`src/shared/lpbi_params.svh`:
```
`ifndef LPBI_PARAMS_SVH
`define LPBI_PARAMS_SVH

// ----------------------------------------
// Register addresses
// ----------------------------------------
`define LPBI_ADDR_PHASE_ZERO 8'h01
`define LPBI_ADDR_PHASE_ONE 8'h09
`define LPBI_ADDR_MASTER_NINTH 8'h0E
`define LPBI_ADDR_INTENSITY_FIRST 8'h10
`define LPBI_ADDR_INTENSITY_LAST 8'h13

// ----------------------------------------
// Field positions
// ----------------------------------------
`define LPBI_MASTER_MSB 7
`define LPBI_MASTER_LSB 4
`define LPBI_NINTH_MSB 3
`define LPBI_NINTH_LSB 0

// ----------------------------------------
// Reset values
// ----------------------------------------
`define LPBI_RST_PHASE_ZERO 8'hFF
`define LPBI_RST_PHASE_ONE 8'hFF
`define LPBI_RST_MASTER_NINTH 8'h0F
`define LPBI_RST_INTENSITY 8'hFF

// ----------------------------------------
// Timing
// ----------------------------------------
`define LPBI_CLK_HZ 100000000
`define LPBI_OSC_HZ 32000
`define LPBI_STEP_CYCLES (`LPBI_CLK_HZ / `LPBI_OSC_HZ)
`define LPBI_CYCLES_PER_SLOT 16
`define LPBI_SLOTS_PER_PERIOD 15
`define LPBI_STATIC_NIBBLE 4'hF

`endif

```
`src/shared/lpbi_pkg.sv`:
```
package lpbi_pkg;

  // How the drive levels are produced in the current period
  typedef enum logic [1:0] {
    LPBI_MODE_STATIC,
    LPBI_MODE_INDIVIDUAL,
    LPBI_MODE_GLOBAL
  } lpbi_mode_t;

  typedef logic [3:0] lpbi_nibble_t;

endpackage

```
`src/hdl/lpbi_timebase.sv`:
```
`timescale 1ns/1ps
`default_nettype none
`include "lpbi_params.svh"

module lpbi_timebase #(
  parameter int STEP_CYCLES = `LPBI_STEP_CYCLES
) (
  input wire logic clk,
  input wire logic reset_n,
  output logic [3:0] cycleIdx,
  output logic [3:0] slotIdx,
  output logic periodStart
);

  // A zero divisor would tick only once every 2^32 cycles
  if (STEP_CYCLES < 1) begin : g_bad_step
    $error("STEP_CYCLES must be at least 1");
  end

  // ----------------------------------------
  // Step divider
  // ----------------------------------------
  logic [31:0] divCount;
  wire stepTick = (divCount == 32'(STEP_CYCLES - 1));
  wire lastCycle = (cycleIdx == 4'(`LPBI_CYCLES_PER_SLOT - 1));
  wire lastSlot = (slotIdx == 4'(`LPBI_SLOTS_PER_PERIOD - 1));

  always_ff @(posedge clk or negedge reset_n) begin
    if (!reset_n) begin
      divCount <= 32'h0000_0000;
    end else begin
      divCount <= stepTick ? 32'h0000_0000 : divCount + 32'h0000_0001;
    end
  end

  // ----------------------------------------
  // 15 slots of 16 steps: 240-step period
  // ----------------------------------------
  always_ff @(posedge clk or negedge reset_n) begin
    if (!reset_n) begin
      cycleIdx <= 4'h0;
      slotIdx <= 4'h0;
    end else if (stepTick) begin
      cycleIdx <= lastCycle ? 4'h0 : cycleIdx + 4'h1;
      if (lastCycle) begin
        slotIdx <= lastSlot ? 4'h0 : slotIdx + 4'h1;
      end
    end
  end

  // Pulse on the step that wraps the period
  assign periodStart = stepTick && lastCycle && lastSlot;

endmodule
`default_nettype wire

```
`src/hdl/lpbi_led_pwm.sv`:
```
`timescale 1ns/1ps
`default_nettype none
`include "lpbi_params.svh"

module lpbi_led_pwm #(
  parameter int STEP_CYCLES = `LPBI_STEP_CYCLES
) (
  input wire logic clk,
  input wire logic reset_n,
  input wire logic [7:0] regAddr,
  input wire logic regWrite,
  input wire logic regRead,
  input wire logic [7:0] regWrData,
  output logic [7:0] regRdData,
  input wire logic blinkEnable,
  input wire logic blinkFlip,
  input wire logic globalSelect,
  input wire logic ninthLevelPhaseZero,
  input wire logic ninthLevelPhaseOne,
  output logic [7:0] mainPortOut,
  output logic [7:0] mainPortOe,
  output logic ninthOutputOut,
  output logic ninthOutputOe
);

  // ----------------------------------------
  // Host-visible registers
  // ----------------------------------------
  logic [7:0] outputLevelsPhaseZero;
  logic [7:0] outputLevelsPhaseOne;
  logic [7:0] masterAndNinthIntensity;
  logic [7:0] intensityPair [0:3];

  wire selPhaseZero = (regAddr == `LPBI_ADDR_PHASE_ZERO);
  wire selPhaseOne = (regAddr == `LPBI_ADDR_PHASE_ONE);
  wire selMaster = (regAddr == `LPBI_ADDR_MASTER_NINTH);
  wire selIntensity = (regAddr >= `LPBI_ADDR_INTENSITY_FIRST) &&
                      (regAddr <= `LPBI_ADDR_INTENSITY_LAST);
  wire [1:0] intensityIdx = regAddr[1:0];

  always_ff @(posedge clk or negedge reset_n) begin
    if (!reset_n) begin
      outputLevelsPhaseZero <= `LPBI_RST_PHASE_ZERO;
      outputLevelsPhaseOne <= `LPBI_RST_PHASE_ONE;
      masterAndNinthIntensity <= `LPBI_RST_MASTER_NINTH;
    end else if (regWrite) begin
      if (selPhaseZero) begin
        outputLevelsPhaseZero <= regWrData;
      end
      if (selPhaseOne) begin
        outputLevelsPhaseOne <= regWrData;
      end
      if (selMaster) begin
        masterAndNinthIntensity <= regWrData;
      end
    end
  end

  genvar gi;
  generate
    for (gi = 0; gi < 4; gi++) begin : g_intensity
      always_ff @(posedge clk or negedge reset_n) begin
        if (!reset_n) begin
          intensityPair[gi] <= `LPBI_RST_INTENSITY;
        end else if (regWrite && selIntensity && intensityIdx == 2'(gi)) begin
          intensityPair[gi] <= regWrData;
        end
      end
    end
  endgenerate

  // Unmapped addresses read as zero
  wire [7:0] readMux = selPhaseZero ? outputLevelsPhaseZero :
                       selPhaseOne ? outputLevelsPhaseOne :
                       selMaster ? masterAndNinthIntensity :
                       selIntensity ? intensityPair[intensityIdx] : 8'h00;

  always_ff @(posedge clk or negedge reset_n) begin
    if (!reset_n) begin
      regRdData <= 8'h00;
    end else if (regRead) begin
      regRdData <= readMux;
    end
  end

  // ----------------------------------------
  // PWM timebase
  // ----------------------------------------
  logic [3:0] cycleIdx;
  logic [3:0] slotIdx;
  logic periodStart;

  lpbi_timebase #(
    .STEP_CYCLES(STEP_CYCLES)
  ) u_timebase (
    .clk(clk),
    .reset_n(reset_n),
    .cycleIdx(cycleIdx),
    .slotIdx(slotIdx),
    .periodStart(periodStart)
  );

  // ----------------------------------------
  // Period-aligned shadow copies
  // ----------------------------------------
  // Updating mid-period would chop a pulse short, so all settings
  // that shape the waveform move together at the boundary.
  logic [8:0] shLevelZero;
  logic [8:0] shLevelOne;
  logic [7:0] shMaster;
  logic [31:0] shIntensity;
  logic shBlinkEnable;
  logic shBlinkFlip;
  logic shGlobal;

  wire [31:0] liveIntensity = {intensityPair[3], intensityPair[2],
                               intensityPair[1], intensityPair[0]};

  always_ff @(posedge clk or negedge reset_n) begin
    if (!reset_n) begin
      shLevelZero <= 9'h1FF;
      shLevelOne <= 9'h1FF;
      shMaster <= `LPBI_RST_MASTER_NINTH;
      shIntensity <= 32'hFFFF_FFFF;
      shBlinkEnable <= 1'b0;
      shBlinkFlip <= 1'b0;
      shGlobal <= 1'b0;
    end else if (periodStart) begin
      shLevelZero <= {ninthLevelPhaseZero, outputLevelsPhaseZero};
      shLevelOne <= {ninthLevelPhaseOne, outputLevelsPhaseOne};
      shMaster <= masterAndNinthIntensity;
      shIntensity <= liveIntensity;
      shBlinkEnable <= blinkEnable;
      shBlinkFlip <= blinkFlip;
      shGlobal <= globalSelect;
    end
  end

  // ----------------------------------------
  // Mode and gating
  // ----------------------------------------
  wire [3:0] masterNibble = shMaster[`LPBI_MASTER_MSB:`LPBI_MASTER_LSB];
  wire [3:0] ninthNibble = shMaster[`LPBI_NINTH_MSB:`LPBI_NINTH_LSB];

  lpbi_pkg::lpbi_mode_t mode;
  assign mode = (masterNibble == 4'h0) ? lpbi_pkg::LPBI_MODE_STATIC :
                shGlobal ? lpbi_pkg::LPBI_MODE_GLOBAL :
                lpbi_pkg::LPBI_MODE_INDIVIDUAL;

  // Master nibble opens the first M slots of the period
  wire slotOpen = (slotIdx < masterNibble);

  // Blink phase level selection, shared by all nine outputs
  wire usePhaseOne = shBlinkEnable && shBlinkFlip;
  wire [8:0] phaseLevel = usePhaseOne ? shLevelOne : shLevelZero;

  // ----------------------------------------
  // Per-output waveform
  // ----------------------------------------
  wire [8:0] nextLevel;
  logic [8:0] driveLevel;

  generate
    for (gi = 0; gi < 9; gi++) begin : g_out
      wire [3:0] ownNibble;
      if (gi < 8) begin : g_main
        assign ownNibble = shIntensity[gi*4 +: 4];
      end else begin : g_ninth
        assign ownNibble = ninthNibble;
      end
      // One nibble for every output under global control
      wire [3:0] effNibble = (mode == lpbi_pkg::LPBI_MODE_GLOBAL) ?
                             ninthNibble : ownNibble;
      // On-time is the first nibble+1 steps of an open slot
      wire onTime = slotOpen && (cycleIdx <= effNibble);
      wire isStatic = (mode == lpbi_pkg::LPBI_MODE_STATIC) ||
                      (effNibble == `LPBI_STATIC_NIBBLE);
      assign nextLevel[gi] = (isStatic || onTime) ? phaseLevel[gi] : ~phaseLevel[gi];
    end
  endgenerate

  always_ff @(posedge clk or negedge reset_n) begin
    if (!reset_n) begin
      driveLevel <= 9'h1FF;
    end else begin
      driveLevel <= nextLevel;
    end
  end

  // ----------------------------------------
  // Open-drain pins
  // ----------------------------------------
  assign mainPortOut = 8'h00;
  assign mainPortOe = ~driveLevel[7:0];
  assign ninthOutputOut = 1'b0;
  assign ninthOutputOe = ~driveLevel[8];

endmodule
`default_nettype wire

```
`config.mk`:
```
export PLATFORM = sky130hd
export DESIGN_NAME = lpbi_led_pwm
export DESIGN_NICKNAME = d
export VERILOG_FILES = /design/src/shared/lpbi_pkg.sv /design/src/hdl/lpbi_timebase.sv /design/src/hdl/lpbi_led_pwm.sv
export VERILOG_INCLUDE_DIRS = /design/src /design/src/shared
export SDC_FILE = /design/constraint.sdc
export NUM_CORES = 1
export LEC_CHECK = 0
export BUFFER_PORTS_ARGS = -buffer_cell sky130_fd_sc_hd__buf_2
export CAP_MARGIN = 20
export CORE_MARGIN = 2
export CORE_UTILIZATION = 60
export CTS_BUF_LIST = sky130_fd_sc_hd__clkbuf_4
export DETAILED_ROUTE_END_ITERATION = 8
export PLACE_DENSITY = 0.79
export SETUP_SLACK_MARGIN = 0.02
export SLEW_MARGIN = 20
export SYNTH_ARGS = -nofsm -noshare
export SYNTH_HDL_FRONTEND = slang
export SYNTH_SLANG_ARGS = --single-unit
export TNS_END_PERCENT = 20
```
`constraint.sdc`:
```
create_clock -name clk -period 5.5 [get_ports clk]
set_input_delay 0.825 -clock clk [delete_from_list [all_inputs] [get_ports clk]]
set_output_delay 0.825 -clock clk [all_outputs]
set_load 0.01 [all_outputs]
```
# == After elaboration in Yosys (flattened, before gate mapping) ==
# Index checks and enable logic that the tools add are counted.
# word_totals
reg_bits,174
inputBits,25
output_inout_bits,26
elab_cells,139
# classes
n_addsub,3
n_lt_le_gt_ge,13
eq_ne,19
mux,30
bitwise_logic,12
reduce_logical,43
# op_table
cell,count
two-way mux 8 bit,6
== test 4 bit (second input constant),11
two-way mux 4 bit,10
less-or-equal comparator 4 bit,9
adder 32 x 1 -> 32 bit (second input constant),1
== test 32 x 12 -> 1 bit (second input constant),1
two-way mux 32 bit,1
logical AND 1 bit,18
logical OR 1 bit,18
binary-select mux 8 bit (select 2 bit),1
== test 8 x 4 -> 1 bit (second input constant),2
inverter 1 bit,10
two-way mux 1 bit,9
two-way mux 9 bit,1
adder 4 x 1 -> 4 bit (second input constant),2
== test 8 x 1 -> 1 bit (second input constant),1
>= comparator 8 x 5 -> 1 bit (second input constant),1
less-or-equal comparator 8 x 5 -> 1 bit (second input constant),1
inverter 8 bit,1
AND reduction 2 bit,4
== test 2 bit (second input constant),3
logical NOT 2 bit,2
logical NOT 4 bit,1
< comparator 4 bit,1
other kinds (4),5

# == Longest topological paths before layout ==
# Gate-level depths: netlist of the first run.
# depth
depth_word,8
depth_mapped,13
depth_no_buf,12

# == Hierarchy ==
# From an unflattened synthesis of the first run, not the netlist that was laid out.
# unflattened
hier_cells,752
hier_area_um2,9196.3
# by_module_without_submodules
mod,n_inst,cells_per_inst,area_each_um2,seq_area_each_um2
lpbi_led_pwm,1,581,7277.0,3497.1
lpbi_timebase,1,171,1919.3,1001.0

# == Worst setup path after synthesis of the first run ==
# Ideal clock, no wire load.
# synth_path
kind,input to register
start,input regAddr[7]
end,register intensityPair[10] (netlist bit)
setup_time_ns,0.082
arrival_time_ns,2.765
t_required_ns,5.418
slack_ns,2.653
stages,6
n_path_buf,0
cell_sequence,or3_1 > or3_1 > nor2_2 > nand2_1 > nor3b_2 > mux2_2
# synth_between
elab_chain_len,4
word_cells_on_any_way,5
cone_classes,order compare (2); reduce/logical (3)
# synth_rtl
element,line_no,text
from (decl),lpbi_led_pwm.sv:10,"input wire logic [7:0] regAddr,"
>= comparator 8 x 5 -> 1 bit (no source line) or less-or-equal comparator 8 x 5 -> 1 bit (tied branches),-,
logical AND 1 bit (*),lpbi_led_pwm.sv:37,wire selIntensity = (regAddr >= `LPBI_ADDR_INTENSITY_FIRST) &&
logical AND 1 bit (*) (2 in a row),lpbi_led_pwm.sv:65,end else if (regWrite && selIntensity && intensityIdx == 2'(gi)) begin
"to (signal, indexed assignment)",lpbi_led_pwm.sv:64,intensityPair[gi] <= `LPBI_RST_INTENSITY;
"to (signal, indexed assignment)",lpbi_led_pwm.sv:66,intensityPair[gi] <= regWrData;
to (decl),lpbi_led_pwm.sv:32,logic [7:0] intensityPair [0:3];
# Mark *: on every way between the ends. The rest lies on a longest branch, timed or not.
# A chain may end at the register's enable or synchronous reset.

# == Worst setup path after layout of the first run ==
# layout_path
start,register shMaster[5]
end,register driveLevel[5]
# layout_between
elab_chain_len,8
word_cells_on_any_way,12
cone_classes,order compare (2); eq/ne (2); mux (3); reduce/logical (5)
# layout_rtl
element,line_no,text
from (decl),lpbi_led_pwm.sv:110,logic [7:0] shMaster;
from (signal assigned),lpbi_led_pwm.sv:123,shMaster <= `LPBI_RST_MASTER_NINTH;
from (signal assigned),lpbi_led_pwm.sv:131,shMaster <= masterAndNinthIntensity;
logical NOT 4 bit,lpbi_led_pwm.sv:146,assign mode = (masterNibble == 4'h0) ? lpbi_pkg::LPBI_MODE_STATIC :
two-way mux 2 bit,lpbi_led_pwm.sv:146,
== test 2 bit,-,
two-way mux 4 bit,lpbi_led_pwm.sv:172,wire [3:0] effNibble = (mode == lpbi_pkg::LPBI_MODE_GLOBAL) ?
less-or-equal comparator 4 bit or == test 4 bit (tied branches),-,
logical AND 1 bit or logical OR 1 bit (tied branches),"lpbi_led_pwm.sv:175, lpbi_led_pwm.sv:176",
logical OR 1 bit (*),lpbi_led_pwm.sv:178,assign nextLevel[gi] = (isStatic || onTime) ? phaseLevel[gi] : ~phaseLevel[gi];
two-way mux 1 bit (*),lpbi_led_pwm.sv:178,
via nextLevel[5],lpbi_led_pwm.sv:160,wire [8:0] nextLevel;
to (signal assigned),lpbi_led_pwm.sv:186,driveLevel <= nextLevel;
to (decl),lpbi_led_pwm.sv:161,logic [8:0] driveLevel;
# The timed path passes the listed nets; every way through them passes the cells marked *.

==> results of run 1 <==
[through the flow]
step	power, W	util (%)	worst slack [ns]
final	0.00231	65.8	1.91
after global routing	0.00238	65.8	1.65
after CTS	0.00232	65.8	2.03
after detailed placement	0.00144	63.3	2.07
after global placement	0.00144	63.3	2.18
after floorplan	0.00139	-	2.65
[layout by cell type (no fill, tap or decap), types with 4 or more instances in the layout]
master	synthesis	routed
a21oi_1	71	71
a222oi_1	8	8
and3_1	5	5
and4_1	9	9
buf_2	1	40
buf_4	9	4
bufinv_16	0	5
clkbuf_4	0	18
conb_1	1	9
dfrtp_1	59	59
dfstp_2	115	115
ha_1	42	42
inv_1	26	26
mux2_1	10	10
mux2_2	119	119
mux2i_1	10	10
mux4_2	8	8
nand2_1	44	44
nand2b_1	4	4
nand3_1	19	19
nand4_1	12	12
nor2_1	31	31
nor2b_1	7	7
nor3_1	7	7
nor4_1	5	5
o211ai_1	5	5
o21ai_0	9	9
o32ai_1	4	4
or3_1	4	4
xnor2_1	26	26
xor2_1	13	13
[logic make-up after synthesis]
group           synth area share [%]
flops                           50.9
compound gates                  6.88
mux                             19.6
xor+xnor                        3.86
buf+inv                         3.20
simple gates                    9.61
other cells                   0.0424
fa+ha+maj                       5.94
[how the worst min path moves through the flow]
| stage | from | end | slack (ns) | cells after the start |
|---|---|---|---|---|
| final | reset_n | u_timebase.divCount[14] | 0.18 | 1 |
| after global routing | reset_n | u_timebase.divCount[14] | 0.18 | 1 |
| after CTS | reset_n | u_timebase.divCount[13] | 0.17 | 1 |
| after detailed placement | u_timebase.divCount[31] | u_timebase.divCount[31] | 0.47 | 1 |
| after global placement | shBlinkFlip | shBlinkFlip | 0.47 | 1 |
| after floorplan | u_timebase.divCount[31] | u_timebase.divCount[31] | 0.45 | 1 |
[cell type report]
cell class / count / area (um2)
well taps: 184 / 230
multi-input cells: 501 / 4090
inverters: 27 / 101
clock inverters: 14 / 229
flip-flops and latches: 174 / 4500
clock buffers: 18 / 135
fillers: 1077 / 4950
repair buffers: 45 / 241
[sequential cells by signal (all words and copies together) (netlist names), 9 cells and up]
register             cells
u_timebase.divCount     32
intensityPair           32
shLevelOne               9
driveLevel               9
shIntensity             32
shLevelZero              9
[routing by layer]
layer | part of all wire [%] | vias to the layer above | track usage, %
met5 | 0 | - | 0
met4 | 1.7 | 0 | 8.56
met3 | 7.3 | 37 | 5.48
met2 | 47 | 226 | 41.1
met1 | 44 | 3039 | 39.2
li1 | - | 2699 | -
[worst max-delay path, cell delays in order, from the launching register on]
cell,delay [ns]
dfrtp_1,0.42
nor4_1,0.86
nand2b_1,0.39
buf_4,0.35
nor2_1,0.21
a21oi_1,0.18
ha_1,0.26
nor2b_1,0.14
o211ai_1,0.20
a21oi_1,0.12
o32ai_1,0.19
xor2_1,0.20
[power by group]
group	switching, W	internal (W)
registers	0.0000229	0.00132
clock network	0.000461	0.000424
logic	0.0000519	0.0000315
==> flow_summary.toml, run 1 <==
[synthesis]
synth_top_flop_cell = "dfstp_2"
async_reset_ff_share_pct = 100
synth_largest_area_cell = "dfstp_2"
ys_seq_area_share_pct = 50.9
synth_common_cells = "mux2_2, dfstp_2, a21oi_1"
ys_types = 50
synth_area_leaders = "dfstp_2, dfrtp_1, mux2_2, ha_1, a21oi_1"
synthMostInstantiatedCell = "mux2_2"
avgSynthCellArea_um2 = 12.3
syn_area_mm2 = 0.00884
ys_seq_elements = 174
yosysWarnings = 0
synth_top_area_share_pct = 34.2
syn_inst = 721
synth-edff-count = 0

[timing]
slew_headroom_pct = 31.3
worst_slew_pin_slew_ns = 1.02
setup_viol = 0
fin_skew_ns = 0.0242
min_period_ns = 3.59
timing.fmax_mhz = 279
tns_ns = 0
final.period_utilization_pct = 65.2
rsz0062_at_grt = "no"
hold_ws_ns = 0.181
finalHoldViolCount = 0
maxSlewViolCount = 0

[clock_tree]
root_buffer = "clkbuf_4"
clock_latency_ns = 0.57
clkTransAtPathRegs_ns = 0.14
cts_buffers = 17
cts_tree = "yes"
cts.sinks = 174
ctsHoldBuffers = 0
postCtsSetupRepairBufs = 0
clock_path_buffers = 2
cts_htree_levels = 4
cts_resized = 0

[final_layout]
num-nets-final = 833
stdcell_count = 963
diodes = 0
postLayoutCellArea_mm2 = 0.00953
area_growth_syn_to_layout_pct = 7.74
drive_above_1_share_pct = 42.2

[setup_path]
critPathArrivalTime_ns = 4.08
reg2reg_depth = 11
reg2reg_from = "shMaster[5]"
crit_type = "reg2reg"
cp-start-kind = "register"
cp.required_ns = 6.00
setup.worst_path.start = "shMaster[5]"
path_max_fanout = 29
worstReg2RegEnd = "driveLevel[5]"
critPathCapture = "driveLevel[5]"
endpoint_kind = "register"
reg2reg_slack_ns = 1.91

[global_routing]
grt_max_degree = 69
grt_first_pass_wirelength_um = 32600
gr-total-overflow = 0
grt_util_all_layers_pct = 26.9
antenna_found_initial = 2
grt_pass1_vias = 5984

[die]
rows = 44
start_util_pct = 61.1
dieArea_mm2 = 0.0157
die_x_um = 125
ios = 51
die_h_um = 125
design.core.area_mm2 = 0.0145

[detailed_routing]
vias_per_cell = 6.23
drtIter0Drc = 698
ant_nets = 0
dr_total_vias = 6001
finalWirelength_um = 20500
drc = 0
wl_per_cell_um = 21.3
drt_pass1_iterations = 7

[min_path]
hold_path.class = "in2async"

[pwr]
power_per_cell_area_mw_per_mm2 = 242
vdd_drop_max_mv = 0.191
p_leak_nw = 4.26

[placement]
numPortBuffers = 41
post-place-cells = 931
post-dp-hpwl_um = 14900
gp_congestion = 0.902
placed_area_mm2 = 0.00916

[status]
status = "complete, no violations"

[job]
drv_cap = 0
Power figures use the tool's default switching activity.
==> inputs of run 2 (changes only) <==
==> constraint.sdc (replaced) <==
create_clock -name clk -period 3.3 [get_ports clk]
set_input_delay 0.495 -clock clk [delete_from_list [all_inputs] [get_ports clk]]
set_output_delay 0.495 -clock clk [all_outputs]
set_load 0.01 [all_outputs]
==> flow_summary.toml, run 2 (same netlist as run 1, synthesis figures left out) <==
[status]
status = "complete, no violations"

[timing]
hold_ws_ns = 0.121
finalHoldViolCount = 0
final.period_utilization_pct = 89.0
rsz0062_at_grt = "no"
maxSlewViolCount = 0
min_period_ns = 2.94
setup_viol = 0
slew_headroom_pct = 37.7
timing.fmax_mhz = 340
worst_slew_pin_slew_ns = 0.928
tns_ns = 0
fin_skew_ns = 0.0369

[detailed_routing]
ant_nets = 0
wl_per_cell_um = 20.3
vias_per_cell = 6.19
finalWirelength_um = 19800
dr_total_vias = 6033
drtIter0Drc = 600
drc = 0
drt_pass1_iterations = 7

[global_routing]
grtUsageMet2_pct = 40.3
grt_first_pass_wirelength_um = 32100
grt_busiest_layer = "met2"
grt_max_degree = 94
grt_util_all_layers_pct = 26.3
antenna_found_initial = 1
grt_pass1_vias = 6030
use_met1_pct = 37.1
grt_use_met3_pct = 6.25
gr-total-overflow = 0

[setup_path]
cp_top_family = "simple AND/OR/NAND/NOR gates"
max_stage_delay_ns = 0.43
reg2reg_from = "shMaster[6]"
cp.required_ns = 3.81
worstPathCellList = "nor4_1 -> buf_4 -> nand2b_1 -> buf_4 -> a21oi_1 -> ha_1 -> nor2b_1 -> o211ai_1 -> a21oi_1 -> o32ai_1 -> xor2_1"
crit_type = "reg2reg"
critPathSlowestCell = "dfrtp_1"
cp-start-kind = "register"
setup.worst_path.start = "shMaster[6]"
critPathArrivalTime_ns = 3.45
path_buf_inv = 2
path_max_fanout = 27
endpoint_kind = "register"

[final_layout]
area_growth_syn_to_layout_pct = 8.76
layout_common_cells = "mux2_2, dfstp_2, a21oi_1"
largestRegisters = "intensityPair: 32 flops, shIntensity: 32 flops, u_timebase.divCount: 32 flops"
postLayoutCellArea_mm2 = 0.00962
drive_above_1_share_pct = 42.9
stdcell_count = 975
final_common_cell = "mux2_2"
ff_latch_area_mm2 = 0.00450
num-nets-final = 844
multiInputGateArea_mm2 = 0.00409
fill_cells = 1032

[clock_tree]
cts_resized = 0
clkTransAtPathRegs_ns = 0.17
cts_htree_levels = 4
cts_tree = "yes"
clock_path_buffers = 2
root_buffer = "clkbuf_4"
cts_buffers = 17
postCtsSetupRepairBufs = 0
ctsHoldBuffers = 1
clock_latency_ns = 0.60
cts.sinks = 174

[placement]
numPortBuffers = 41
placed_area_mm2 = 0.00929
post-place-cells = 941
gp_congestion = 0.899
post-dp-hpwl_um = 14300

[die]
ios = 51
start_util_pct = 61.1
die_x_um = 125
design.core.area_mm2 = 0.0145
dieArea_mm2 = 0.0157
die_h_um = 125
rows = 44

[min_path]
hp-start = "globalSelect"
hold_path.class = "in2reg"

[pwr]
power_per_cell_area_mw_per_mm2 = 379
vdd_drop_max_mv = 0.392
p_leak_nw = 4.30

[job]
drv_cap = 0
## run 2: cell count changes in the layout (fill, tap and decap cells not counted), sizes merged
cell         before  now
buf              45   55
clkinv            2    8
bufinv            5    0
clkbuf           18   17
clkinvlp          1    0
diode             0    1
dlygate4sd3       0    1
inv              33   34
## run 2: layer usage
| layer | share of wire [%] | wire length, um |
|---|---|---|
| met5 | 0 | 0 |
| met2 | 47 | 9390 |
| met3 | 6.6 | 1320 |
| met4 | 2.1 | 412 |
| met1 | 44 | 8700 |
## run 2: path summary, 6_finish.rpt
| path | depth (start not counted) | end | slack, ns |
|---|---|---|---|
| max | 11 | driveLevel[5] | 0.36 |
| min | 2 | shGlobal | 0.12 |
| max reg2reg | 11 | driveLevel[5] | 0.36 |
| min reg2reg | 1 | u_timebase.divCount[31] | 0.49 |
| max in group asynchronous | 3 | shIntensity[27] | 1.83 |
| min in group asynchronous | 2 | u_timebase.slotIdx[0] | 0.52 |
## run 2: where the power goes
part	leakage, nW	switching, W	total (W)	internal [W]
registers	2.00	0.0000352	0.00223	0.00220
logic	2.14	0.0000854	0.000140	0.0000549
clock network	0.167	0.000899	0.00127	0.000369
## run 2: metrics by stage
stage | worst slack (ns) | utilization, % | total power [W]
finish | 0.363 | 66.4 | 0.00364
global route | 0.0777 | 66.4 | 0.00377
CTS | 0.391 | 66.4 | 0.00366
detailed placement | 0.374 | 64.1 | 0.00241
global placement | 0.491 | 64.1 | 0.00240
floorplan | 0.590 | - | 0.00231
## run 2: cell type report
cell class / instances / area share, %
tap: 184 / 2.39
clock inverter: 15 / 1.96
timing repair buffer: 56 / 3.92
multi-input combinational: 501 / 42.5
clock buffer: 17 / 1.33
antenna: 1 / 0.0260
inverter: 27 / 1.05
sequential: 174 / 46.8
==> inputs of run 3 (changes only) <==
--- a/config.mk
+++ b/config.mk
@@ -8,11 +8,13 @@
 export LEC_CHECK = 0
 export BUFFER_PORTS_ARGS = -buffer_cell sky130_fd_sc_hd__buf_2
 export CAP_MARGIN = 20
+export CELL_PAD_IN_SITES_DETAIL_PLACEMENT = 0
+export CELL_PAD_IN_SITES_GLOBAL_PLACEMENT = 2
 export CORE_MARGIN = 2
-export CORE_UTILIZATION = 60
+export CORE_UTILIZATION = 44
 export CTS_BUF_LIST = sky130_fd_sc_hd__clkbuf_4
 export DETAILED_ROUTE_END_ITERATION = 8
-export PLACE_DENSITY = 0.79
+export PLACE_DENSITY_LB_ADDON = 0.1
 export SETUP_SLACK_MARGIN = 0.02
 export SLEW_MARGIN = 20
 export SYNTH_ARGS = -nofsm -noshare
==> flow_summary.toml, run 3 (same netlist as run 1, synthesis figures left out) <==
[final_layout]
num-nets-final = 843
layout_common_cells = "mux2_2, dfstp_2, a21oi_1"
postLayoutCellArea_mm2 = 0.00968
drive_above_1_share_pct = 42.8
multiInputGateArea_mm2 = 0.00409
fill_cells = 1797
final_common_cell = "mux2_2"
ff_latch_area_mm2 = 0.00450
area_growth_syn_to_layout_pct = 9.51
largestRegisters = "intensityPair: 32 flops, shIntensity: 32 flops, u_timebase.divCount: 32 flops"

[detailed_routing]
drt_pass1_iterations = 6
wl_per_cell_um = 19.6
drtIter0Drc = 385
ant_nets = 0
vias_per_cell = 5.56
drc = 0
finalWirelength_um = 20700
dr_total_vias = 5875

[die]
dieArea_mm2 = 0.0212
die_h_um = 146
start_util_pct = 45.1
die_x_um = 146
rows = 51
ios = 51
design.core.area_mm2 = 0.0196

[timing]
hold_ws_ns = 0.114
timing.fmax_mhz = 339
slew_headroom_pct = 37.0
final.setup.worst_slack_ns = 0.351
tns_ns = 0
min_period_ns = 2.95
setup_viol = 0
rsz0062_at_grt = "no"
worst_slew_pin_slew_ns = 0.937
final.period_utilization_pct = 89.4
finalHoldViolCount = 0
maxSlewViolCount = 0
fin_skew_ns = 0.0286

[pwr]
p_total_w = 0.00365
p_leak_nw = 4.29
power_per_cell_area_mw_per_mm2 = 377
vdd_drop_max_mv = 0.184

[global_routing]
antenna_found_initial = 1
grt_util_all_layers_pct = 20.5
grt_max_degree = 73
gr-total-overflow = 0
grt_first_pass_wirelength_um = 34000
grt_pass1_vias = 5954

[status]
status = "complete, no violations"

[setup_path]
crit_type = "reg2reg"
cp.required_ns = 3.80
path_max_fanout = 8
endpoint_kind = "register"
cp-start-kind = "register"
critPathArrivalTime_ns = 3.44

[clock_tree]
cts_htree_levels = 4
root_buffer = "clkbuf_4"
cts_buffers = 17
cts_resized = 0
clock_path_buffers = 2
cts_tree = "yes"
clkTransAtPathRegs_ns = 0.16
cts.sinks = 174
clock_latency_ns = 0.58

[placement]
placed_area_mm2 = 0.00937
gp_congestion = 0.806
pre_cts_ws_ns = 0.366
post-dp-hpwl_um = 15400
numPortBuffers = 41

[min_path]
hold_path.class = "in2reg"

[job]
drv_cap = 0
## run 3: cell count changes in the layout (fill, tap and decap cells not counted), moves of 2 or more
cell,previous run,this run
clkinv_8,5,0
inv_6,1,6
bufinv_16,0,2
inv_8,5,2
## run 3: per-stage QoR
stage,util (%),std cells
4_1_cts,49.4,1054
3_5_place_dp,47.8,1021
3_3_place_gp,47.8,1021
5_1_grt,49.4,1056
2_1_floorplan,-,729
6_report,49.4,1056
## run 3: layout make-up
type                            instances  share of cell area, %
Clock inverter                         15                   1.77
Multi-Input combinational cell        501                   42.3
Timing Repair Buffer                   55                   3.68
Antenna cell                            2                 0.0517
Inverter                               27                   1.05
Tap cell                              265                   3.42
Clock buffer                           17                   1.32
Sequential cell                       174                   46.5
## run 3: power breakdown
part | internal [W] | switching (W)
sequential | 0.00220 | 0.0000307
clock | 0.000476 | 0.000803
combinational | 0.0000558 | 0.0000897
total | 0.00273 | 0.000923
## run 3: final timing paths
check,to,slack (ns),cells after the start,from
setup / recovery,driveLevel[5],0.35,11,shMaster[5]
hold / removal,shBlinkFlip,0.11,2,blinkFlip
setup reg to reg,driveLevel[5],0.35,11,shMaster[5]
hold reg to reg,u_timebase.divCount[31],0.48,1,u_timebase.divCount[31]
max in group asynchronous,driveLevel[1],1.87,3,reset_n
min in group asynchronous,u_timebase.divCount[28],0.49,2,reset_n
## run 3: repair_timing
action / in CTS / in global routing
setup buffers: 0 / 0
hold buffers: 1 / 0
endpoints found under the hold margin: 46 / 0
## run 3: routing by layer
layer  share of wire [%]  up-vias  global-route usage [%]
li1                    -     2726                       -
met1                  52     2968                    31.7
met2                  42      155                    29.1
met3                 4.4       26                    3.64
met4                 1.6        0                    5.93
met5                   0        -                       0
## run 3: critical path: stages, from the launching register on
cell and delay [ns]:
dfrtp_1 0.42, nor4_1 0.49, buf_4 0.23, nand2b_1 0.28, nor2_1 0.22, a21oi_1 0.22, ha_1 0.27, nor2b_1 0.14
o211ai_1 0.17, a21oi_1 0.09, o32ai_1 0.16, xor2_1 0.19
